==> src/inc/np_regs_pkg.sv <==
// Register map, field positions and reset values for the next page
// transmit word, the summary status word and the pair swap control word.
// Assumes a 32-bit AXI4-Lite slave with one register per aligned word.
package np_regs_pkg;

   // ------------------------------------------------------------
   // Register indices and byte addresses
   // ------------------------------------------------------------
   localparam int         ADDR_W        = 8;
   localparam logic [7:0] NPTX_IDX      = 8'h07;
   localparam logic [7:0] STATUS_IDX    = 8'h10;
   localparam logic [7:0] CONTROL_IDX   = 8'h19;
   localparam logic [7:0] NPTX_ADDR     = {NPTX_IDX[5:0], 2'b00};
   localparam logic [7:0] STATUS_ADDR   = {STATUS_IDX[5:0], 2'b00};
   localparam logic [7:0] CONTROL_ADDR  = {CONTROL_IDX[5:0], 2'b00};

   // ------------------------------------------------------------
   // Next page transmit word fields
   // ------------------------------------------------------------
   localparam int          MORE_BIT     = 15;
   localparam int          NP_RSVD_BIT  = 14;
   localparam int          MSG_BIT      = 13;
   localparam int          ACK_BIT      = 12;
   localparam int          TOG_BIT      = 11;
   localparam int          CODE_W       = 11;
   localparam logic        MORE_RST     = 1'h0;
   localparam logic        MSG_RST      = 1'h1;
   localparam logic        ACK_RST      = 1'h0;
   localparam logic        TOG_RST      = 1'h0;
   localparam logic [10:0] CODE_RST     = 11'h001;

   // ------------------------------------------------------------
   // Status and control word fields
   // ------------------------------------------------------------
   localparam int          ST_RSVD_BIT  = 15;
   localparam int          SWAP_BIT     = 14;
   localparam int          AUTO_EN_BIT  = 15;
   localparam int          FORCE_BIT    = 14;
   localparam logic        AUTO_EN_RST  = 1'h1;
   localparam logic        FORCE_RST    = 1'h0;

   // ------------------------------------------------------------
   // Bus answers and crossover modes
   // ------------------------------------------------------------
   localparam logic [1:0]  RESP_OKAY    = 2'h0;
   localparam logic [1:0]  RESP_SLVERR  = 2'h2;

   typedef enum logic [1:0] {
      MODE_NORMAL = 2'b00,
      MODE_FORCED = 2'b01,
      MODE_AUTO   = 2'b10
   } swap_mode_e;

endpackage

==> src/inc/swap_if.sv <==
// Carrier between the register block and the pair swap tracker.
// Assumes both ends run on the same clock.
`timescale 1ns/1ps
interface swap_if;
   logic auto_crossover_enable;
   logic crossover_force;
   logic algo_swap;
   logic pair_swap_state;

   modport regs
   (
      output auto_crossover_enable,
      output crossover_force,
      output algo_swap,
      input  pair_swap_state
   );

   modport tracker
   (
      input  auto_crossover_enable,
      input  crossover_force,
      input  algo_swap,
      output pair_swap_state
   );
endinterface

==> src/hdl/crossover_tracker.sv <==
// Pair swap state tracker behind the summary status word.
// Assumes an active-low reset whose release is already synchronised.
`timescale 1ns/1ps
module crossover_tracker
(
   // Clock and reset
   input  wire logic clk_in,
   input  wire logic rst_n_in,
   // Control and state
   swap_if.tracker   sw
);
   np_regs_pkg::swap_mode_e mode_r;
   logic                    swap_r;

   // ------------------------------------------------------------
   // Mode selection
   // ------------------------------------------------------------
   // enable and force
   always_ff @(posedge clk_in or negedge rst_n_in)
   begin
      if (!rst_n_in)
         mode_r <= np_regs_pkg::MODE_NORMAL;
      else if (sw.crossover_force)
         mode_r <= np_regs_pkg::MODE_FORCED;
      else if (sw.auto_crossover_enable)
         mode_r <= np_regs_pkg::MODE_AUTO;
      else
         mode_r <= np_regs_pkg::MODE_NORMAL;
   end

   always_ff @(posedge clk_in or negedge rst_n_in)
   begin
      if (!rst_n_in)
         swap_r <= 1'h0;
      else
         case (mode_r)
            np_regs_pkg::MODE_FORCED: swap_r <= 1'h1;
            np_regs_pkg::MODE_AUTO:   swap_r <= sw.algo_swap;
            default:                  swap_r <= 1'h0;
         endcase
   end

   assign sw.pair_swap_state = swap_r;
endmodule

==> src/hdl/next_page_regs.sv <==
// Next page transmit word and summary status word behind AXI4-Lite.
// Assumes the negotiation engine pulses page_exchanged_in per exchange.
`timescale 1ns/1ps
module next_page_regs
#(
   parameter int ADDR_W = np_regs_pkg::ADDR_W
)
(
   // Clock and reset
   input  wire logic              clock_in,
   input  wire logic              reset_n_in,
   // AXI4-Lite write address and data
   input  wire logic [ADDR_W-1:0] axi_awaddr_in,
   input  wire logic              axi_awvalid_in,
   output logic                   axi_awready_out,
   input  wire logic [31:0]       axi_wdata_in,
   input  wire logic [3:0]        axi_wstrb_in,
   input  wire logic              axi_wvalid_in,
   output logic                   axi_wready_out,
   // AXI4-Lite write response
   output logic [1:0]             axi_bresp_out,
   output logic                   axi_bvalid_out,
   input  wire logic              axi_bready_in,
   // AXI4-Lite read
   input  wire logic [ADDR_W-1:0] axi_araddr_in,
   input  wire logic              axi_arvalid_in,
   output logic                   axi_arready_out,
   output logic [31:0]            axi_rdata_out,
   output logic [1:0]             axi_rresp_out,
   output logic                   axi_rvalid_out,
   input  wire logic              axi_rready_in,
   // Negotiation engine
   input  wire logic              an_in_progress_in,
   input  wire logic              page_exchanged_in,
   input  wire logic              exchanged_toggle_in,
   output logic [15:0]            next_page_out,
   output logic                   next_page_valid_out,
   // Crossover algorithm
   input  wire logic              pair_swap_algo_in,
   output logic                   pair_swap_state_out
);

   // ------------------------------------------------------------
   // Reset release
   // ------------------------------------------------------------
   logic rst_meta_r;
   logic rst_n_r;

   always_ff @(posedge clock_in or negedge reset_n_in)
   begin
      if (!reset_n_in)
      begin
         rst_meta_r <= 1'h0;
         rst_n_r    <= 1'h0;
      end
      else
      begin
         rst_meta_r <= 1'h1;
         rst_n_r    <= rst_meta_r;
      end
   end

   // ------------------------------------------------------------
   // Functions
   // ------------------------------------------------------------
   // Byte lane merge for the low half word; upper lanes hold no bits
   function automatic logic [15:0] merge16
   (
      input logic [15:0] old_v,
      input logic [15:0] new_v,
      input logic [1:0]  strb
   );
      logic [15:0] res;
      res       = old_v;
      if (strb[0])
         res[7:0] = new_v[7:0];
      if (strb[1])
         res[15:8] = new_v[15:8];
      return res;
   endfunction

   function automatic logic is_mapped
   (
      input logic [ADDR_W-1:0] addr
   );
      return (addr == ADDR_W'(np_regs_pkg::NPTX_ADDR))
          || (addr == ADDR_W'(np_regs_pkg::STATUS_ADDR))
          || (addr == ADDR_W'(np_regs_pkg::CONTROL_ADDR));
   endfunction

   // ------------------------------------------------------------
   // Register state
   // ------------------------------------------------------------
   logic                    more_pages_wanted_r;
   logic                    message_page_flag_r;
   logic                    comply_acknowledge_r;
   logic                    page_toggle_r;
   logic [10:0]             code_field_r;
   logic                    auto_en_r;
   logic                    force_r;
   logic [15:0]             nptx_word;
   logic [15:0]             status_word;
   logic [15:0]             control_word;
   logic [15:0]             wr_merged;
   logic                    wr_fire;
   logic                    wr_nptx;
   logic                    wr_ctrl;
   logic                    bvalid_r;
   logic [1:0]              bresp_r;
   logic                    rd_fire;
   logic                    rvalid_r;
   logic [1:0]              rresp_r;
   logic [31:0]             rdata_r;
   logic [31:0]             rd_word;

   swap_if sw ();

   assign nptx_word = {more_pages_wanted_r, 1'h0, message_page_flag_r,
                       comply_acknowledge_r, page_toggle_r, code_field_r};
   assign status_word  = {1'h0, sw.pair_swap_state, 14'h0000};
   assign control_word = {auto_en_r, force_r, 14'h0000};

   // ------------------------------------------------------------
   // Write channel
   // ------------------------------------------------------------
   // Address and data are taken together so neither can run ahead
   assign wr_fire         = axi_awvalid_in && axi_wvalid_in && !bvalid_r;
   assign axi_awready_out = wr_fire;
   assign axi_wready_out  = wr_fire;
   assign wr_nptx = wr_fire && (axi_awaddr_in == ADDR_W'(np_regs_pkg::NPTX_ADDR));
   assign wr_ctrl = wr_fire && (axi_awaddr_in == ADDR_W'(np_regs_pkg::CONTROL_ADDR));

   always_comb
   begin
      if (wr_ctrl)
         wr_merged = merge16(control_word, axi_wdata_in[15:0], axi_wstrb_in[1:0]);
      else
         wr_merged = merge16(nptx_word, axi_wdata_in[15:0], axi_wstrb_in[1:0]);
   end

   always_ff @(posedge clock_in or negedge rst_n_r)
   begin
      if (!rst_n_r)
      begin
         more_pages_wanted_r  <= np_regs_pkg::MORE_RST;
         message_page_flag_r  <= np_regs_pkg::MSG_RST;
         comply_acknowledge_r <= np_regs_pkg::ACK_RST;
         code_field_r         <= np_regs_pkg::CODE_RST;
      end
      else if (wr_nptx)
      begin
         more_pages_wanted_r  <= wr_merged[np_regs_pkg::MORE_BIT];
         message_page_flag_r  <= wr_merged[np_regs_pkg::MSG_BIT];
         comply_acknowledge_r <= wr_merged[np_regs_pkg::ACK_BIT];
         code_field_r         <= wr_merged[np_regs_pkg::CODE_W-1:0];
      end
   end

   always_ff @(posedge clock_in or negedge rst_n_r)
   begin
      if (!rst_n_r)
         page_toggle_r <= np_regs_pkg::TOG_RST;
      else if (page_exchanged_in)
         page_toggle_r <= !exchanged_toggle_in;
   end

   always_ff @(posedge clock_in or negedge rst_n_r)
   begin
      if (!rst_n_r)
      begin
         auto_en_r <= np_regs_pkg::AUTO_EN_RST;
         force_r   <= np_regs_pkg::FORCE_RST;
      end
      else if (wr_ctrl)
      begin
         auto_en_r <= wr_merged[np_regs_pkg::AUTO_EN_BIT];
         force_r   <= wr_merged[np_regs_pkg::FORCE_BIT];
      end
   end

   always_ff @(posedge clock_in or negedge rst_n_r)
   begin
      if (!rst_n_r)
      begin
         bvalid_r <= 1'h0;
         bresp_r  <= np_regs_pkg::RESP_OKAY;
      end
      else if (wr_fire)
      begin
         bvalid_r <= 1'h1;
         // Status word is read only, so a write there is still OKAY
         bresp_r  <= is_mapped(axi_awaddr_in) ? np_regs_pkg::RESP_OKAY
                                              : np_regs_pkg::RESP_SLVERR;
      end
      else if (axi_bready_in)
         bvalid_r <= 1'h0;
   end

   assign axi_bvalid_out = bvalid_r;
   assign axi_bresp_out  = bresp_r;

   // ------------------------------------------------------------
   // Read channel
   // ------------------------------------------------------------
   assign rd_fire         = axi_arvalid_in && !rvalid_r;
   assign axi_arready_out = !rvalid_r;

   always_comb
   begin
      if (axi_araddr_in == ADDR_W'(np_regs_pkg::NPTX_ADDR))
         rd_word = {16'h0000, nptx_word};
      else if (axi_araddr_in == ADDR_W'(np_regs_pkg::STATUS_ADDR))
         rd_word = {16'h0000, status_word};
      else if (axi_araddr_in == ADDR_W'(np_regs_pkg::CONTROL_ADDR))
         rd_word = {16'h0000, control_word};
      else
         rd_word = 32'h0000_0000;
   end

   always_ff @(posedge clock_in or negedge rst_n_r)
   begin
      if (!rst_n_r)
      begin
         rvalid_r <= 1'h0;
         rresp_r  <= np_regs_pkg::RESP_OKAY;
         rdata_r  <= 32'h0000_0000;
      end
      else if (rd_fire)
      begin
         rvalid_r <= 1'h1;
         rdata_r  <= rd_word;
         rresp_r  <= is_mapped(axi_araddr_in) ? np_regs_pkg::RESP_OKAY
                                              : np_regs_pkg::RESP_SLVERR;
      end
      else if (axi_rready_in)
         rvalid_r <= 1'h0;
   end

   assign axi_rvalid_out = rvalid_r;
   assign axi_rdata_out  = rdata_r;
   assign axi_rresp_out  = rresp_r;

   // ------------------------------------------------------------
   // Negotiation and crossover
   // ------------------------------------------------------------
   // page to partner
   assign next_page_out       = nptx_word;
   assign next_page_valid_out = an_in_progress_in;

   assign sw.auto_crossover_enable = auto_en_r;
   assign sw.crossover_force       = force_r;
   assign sw.algo_swap             = pair_swap_algo_in;
   assign pair_swap_state_out      = sw.pair_swap_state;

   crossover_tracker u_tracker
   (
      .clk_in   (clock_in),
      .rst_n_in (rst_n_r),
      .sw       (sw.tracker)
   );
endmodule

==> config.mk <==
export PLATFORM = sky130hd
export DESIGN_NAME = next_page_regs
export DESIGN_NICKNAME = d
export VERILOG_FILES = /design/src/inc/np_regs_pkg.sv /design/src/inc/swap_if.sv /design/src/hdl/crossover_tracker.sv /design/src/hdl/next_page_regs.sv
export SDC_FILE = /design/constraint.sdc
export NUM_CORES = 1
export LEC_CHECK = 0
export ABC_AREA = 1
export BUFFER_PORTS_ARGS = -buffer_cell sky130_fd_sc_hd__buf_2
export CAP_MARGIN = 5
export CORE_MARGIN = 2
export CORE_UTILIZATION = 41
export CTS_BUF_LIST = sky130_fd_sc_hd__clkbuf_2
export DETAILED_ROUTE_END_ITERATION = 7
export GPL_TIMING_DRIVEN = 0
export HOLD_SLACK_MARGIN = 0.06
export PLACE_DENSITY = 0.79
export SYNTH_ARGS = -nofsm -noshare
export SYNTH_HDL_FRONTEND = slang
export SYNTH_HIERARCHICAL = 1
export SYNTH_SLANG_ARGS = --single-unit
export TNS_END_PERCENT = 20
==> constraint.sdc <==
create_clock -name clock_in -period 1.3 [get_ports clock_in]
set_input_delay 0.13 -clock clock_in [delete_from_list [all_inputs] [get_ports clock_in]]
set_output_delay 0.13 -clock clock_in [all_outputs]
set_load 0.005 [all_outputs]
==> out/results.tsv <==
stage	metric	value	unit
worst_setup_path	r2r_cells	8	
yosys	async_flop_share	1.00	
timing	slew_headroom	0.424	
placed_design	place_hpwl	3660	um
timing	clock_skew	0.0203	ns
die	core_region_area	5040	um2
timing	rsz0062_at_grt	yes	
pwr	ir_worst_vdd	0.000492	V
outcome	status	finished with violations	
cells_and_area	largest_reg_flops	16	
cts	numClockSinks	42	
detailed_routing	antenna_left	0	
die	die_w	75.6	um
cells_and_area	most-common-layout-cells	nand2_1 (91), buf_2 (79), dfrtp_1 (38)	
yosys	syn_area	2100	um2
grt	overflow	0	
cells_and_area	diodes	0	
cts	clock_latency	0.41	ns
grt	grt_pass1_vias	1968	
worst_setup_path	cp.required	1.17	ns
timing	worst_slack	-0.0828	ns
yosys	synthSimpleGateAreaFrac	0.312	
cts	path_clk_slew	0.22	ns
run	cap_violations	0	
yosys	syn_inst	264	
cts	cts-root-buf	clkbuf_2	
placed_design	place.gp.congestion	0.764	
timing	max_freq	723	MHz
cts	clockBufferDepth	2	
grt	grt_max_degree	41	
hold_path	hp-start	axi_arvalid_in	
cells_and_area	area_delta_synth_final	46.7	%
detailed_routing	wire_per_inst	11.4	um
cells_and_area	drive_gt1_frac	0.361	
outcome	violations	setup timing	
detailed_routing	vias	2070	
yosys	synth_top_family_by_area	simple AND/OR/NAND/NOR gates	
placed_design	dp_worst_setup_slack	-0.0309	ns
worst_setup_path	r2r-start	axi_bvalid_out$_DFFE_PN0P_	
yosys	synth_warnings	6	
pwr	power_leakage	1.84	nW
yosys	ys.flop_type	dfrtp_1	
yosys	synthXorXnorAreaFrac	0	
placed_design	dpl_cell_area	2660	um2
worst_setup_path	start_kind	flip-flop	
cells_and_area	stdcell_count	474	
grt	antenna_found_initial	0	
pwr	p_per_area	755	nW/um2
grt	track_usage	0.188	
cts	htree_num_levels	2	
timing	slew_violations	0	
timing	setup_viol	15	
detailed_routing	viasPerCell	4.37	
timing	finalHoldViolations	0	
cts	numCtsBuffers	5	
hold_path	whs_path_depth	4	
die	die_area	5720	um2
yosys	synth_edf_count	0	
yosys	synthDistinctLibCells	21	
die	die_y	75.6	um
worst_setup_path	regToRegSetupSlack	-0.07	ns
die	boundaryPins	122	
yosys	synthMuxAreaShare	0	
timing	period_needed	1.38	ns
cells_and_area	final_core_util	0.612	
detailed_routing	drc	0	
cells_and_area	final_area	3090	um2
detailed_routing	routed_wl	5400	um
die	rows	26	
worst_setup_path	endpoint_kind	primary output	
grt	grt_pass1_wl	8220	um
yosys	ys_seq_area_frac	0.501	
cells_and_area	final_nets	468	
worst_setup_path	path_class	flip-flop to primary output	
cts	cts_tree	done	
worst_setup_path	critPathMaxFanout	3	
yosys	synth-compound-area-share	0.0232	
placed_design	port_buffers	80	
detailed_routing	drtIter0Drc	33	
timing	tightest_slew	0.865	ns
yosys	synth-seq-cells	42	
worst_setup_path	cp.arrival	1.25	ns
cells_and_area	final_common_cell	nand2_1	
timing	finalCritPeriodShare	1.06	
hold_path	min_to	axi_rdata_out[2]$_DFFE_PN0P_	
worst_setup_path	timing.rr.end	code_field_r[7]$_DFFE_PN0P_	
hold_path	hp-class	input port to flip-flop	
yosys	synth_fa_ha_area_frac	0.0119	
placed_design	dpl.cell_count	432	
die	initial_utilization	0.417	
yosys	syn_avg_cell_area	7.97	um2
detailed_routing	drt-pass1-iter-count	5	
-- stage by stage --
step	hold WS (ns)	total power [mW]	TNS, ns
detailed placement	-0.0812	1.70	-0.234
global route	0.0621	2.45	-1.94
floorplan	-0.166	1.56	0
global placement	-0.0834	1.69	-15.09
CTS	0.0909	2.32	-0.479
finish	0.0499	2.33	-0.609
-- worst max-delay path by stage --
stage                               startpoint                            to  slack [ns]  depth (start not counted)
floorplan                    rst_n_r$_DFF_PN0_  axi_bresp_out[1]$_DFFE_PN0P_        0.05                          0
global placement             rst_n_r$_DFF_PN0_  axi_rdata_out[2]$_DFFE_PN0P_       -0.40                          0
detailed placement  axi_rvalid_out$_DFFE_PN0P_    axi_rvalid_out$_DFFE_PN0P_       -0.03                          4
CTS                 axi_bvalid_out$_DFFE_PN0P_                axi_wready_out       -0.09                          5
global route        axi_bvalid_out$_DFFE_PN0P_   code_field_r[3]$_DFFE_PN0P_       -0.15                          8
finish              axi_bvalid_out$_DFFE_PN0P_                axi_wready_out       -0.08                          5
-- worst max-delay path, cell delays in order (launching register included) --
cell and delay, ns:
dfrtp_1 0.45, inv_2 0.08, nand3_4 0.08, inv_4 0.07, buf_6 0.08, buf_6 0.08
-- cell usage after synthesis, types with 3 or more instances --
library cell | number | share of area
buf_2 | 3 | 0.0071
buf_4 | 26 | 0.093
dfrtp_1 | 39 | 0.46
dfstp_2 | 3 | 0.037
inv_1 | 22 | 0.039
nand2_1 | 92 | 0.16
nand3_1 | 37 | 0.088
nor2_1 | 18 | 0.032
o21ai_0 | 6 | 0.014
-- kinds of logic after synthesis --
| group | after synthesis |
|---|---|
| flops | 42 |
| compound gates | 9 |
| other cells | 2 |
| simple gates | 155 |
| buf+inv | 54 |
| fa+ha+maj | 2 |
-- where the power goes --
group	switching, mW	total [mW]	internal (mW)
logic	0.189	0.406	0.217
registers	0.0399	1.38	1.34
clock network	0.425	0.548	0.123
-- routing by layer --
| metal | share of wire | track usage | up-vias | wire length, um |
|---|---|---|---|---|
| met5 | 0 | 0 | - | 0 |
| met4 | 0.0065 | 0.0448 | 0 | 35 |
| met1 | 0.40 | 0.220 | 940 | 2140 |
| li1 | - | - | 1057 | - |
| met2 | 0.55 | 0.350 | 67 | 2940 |
| met3 | 0.052 | 0.0410 | 6 | 278 |
-- cell type report --
type                            count  area [um2]
Inverter                           23        90.1
Clock inverter                      3        16.3
Fill cell                         459        1950
Timing Repair Buffer              115         738
Tap cell                           70        87.6
Clock buffer                        5        25.0
Multi-Input combinational cell    186         843
Buffer                             30         231
Sequential cell                    42        1060
-- timing repair --
item	in CTS	in global routing
gates resized for setup	10	12
buffers inserted	4	5
hold buffers	25	0
endpoints found under the setup margin	30	31
endpoints found under the hold margin	21	0
pin swaps	1	3
cloned	0	1
(Power assumes the default switching activity.)
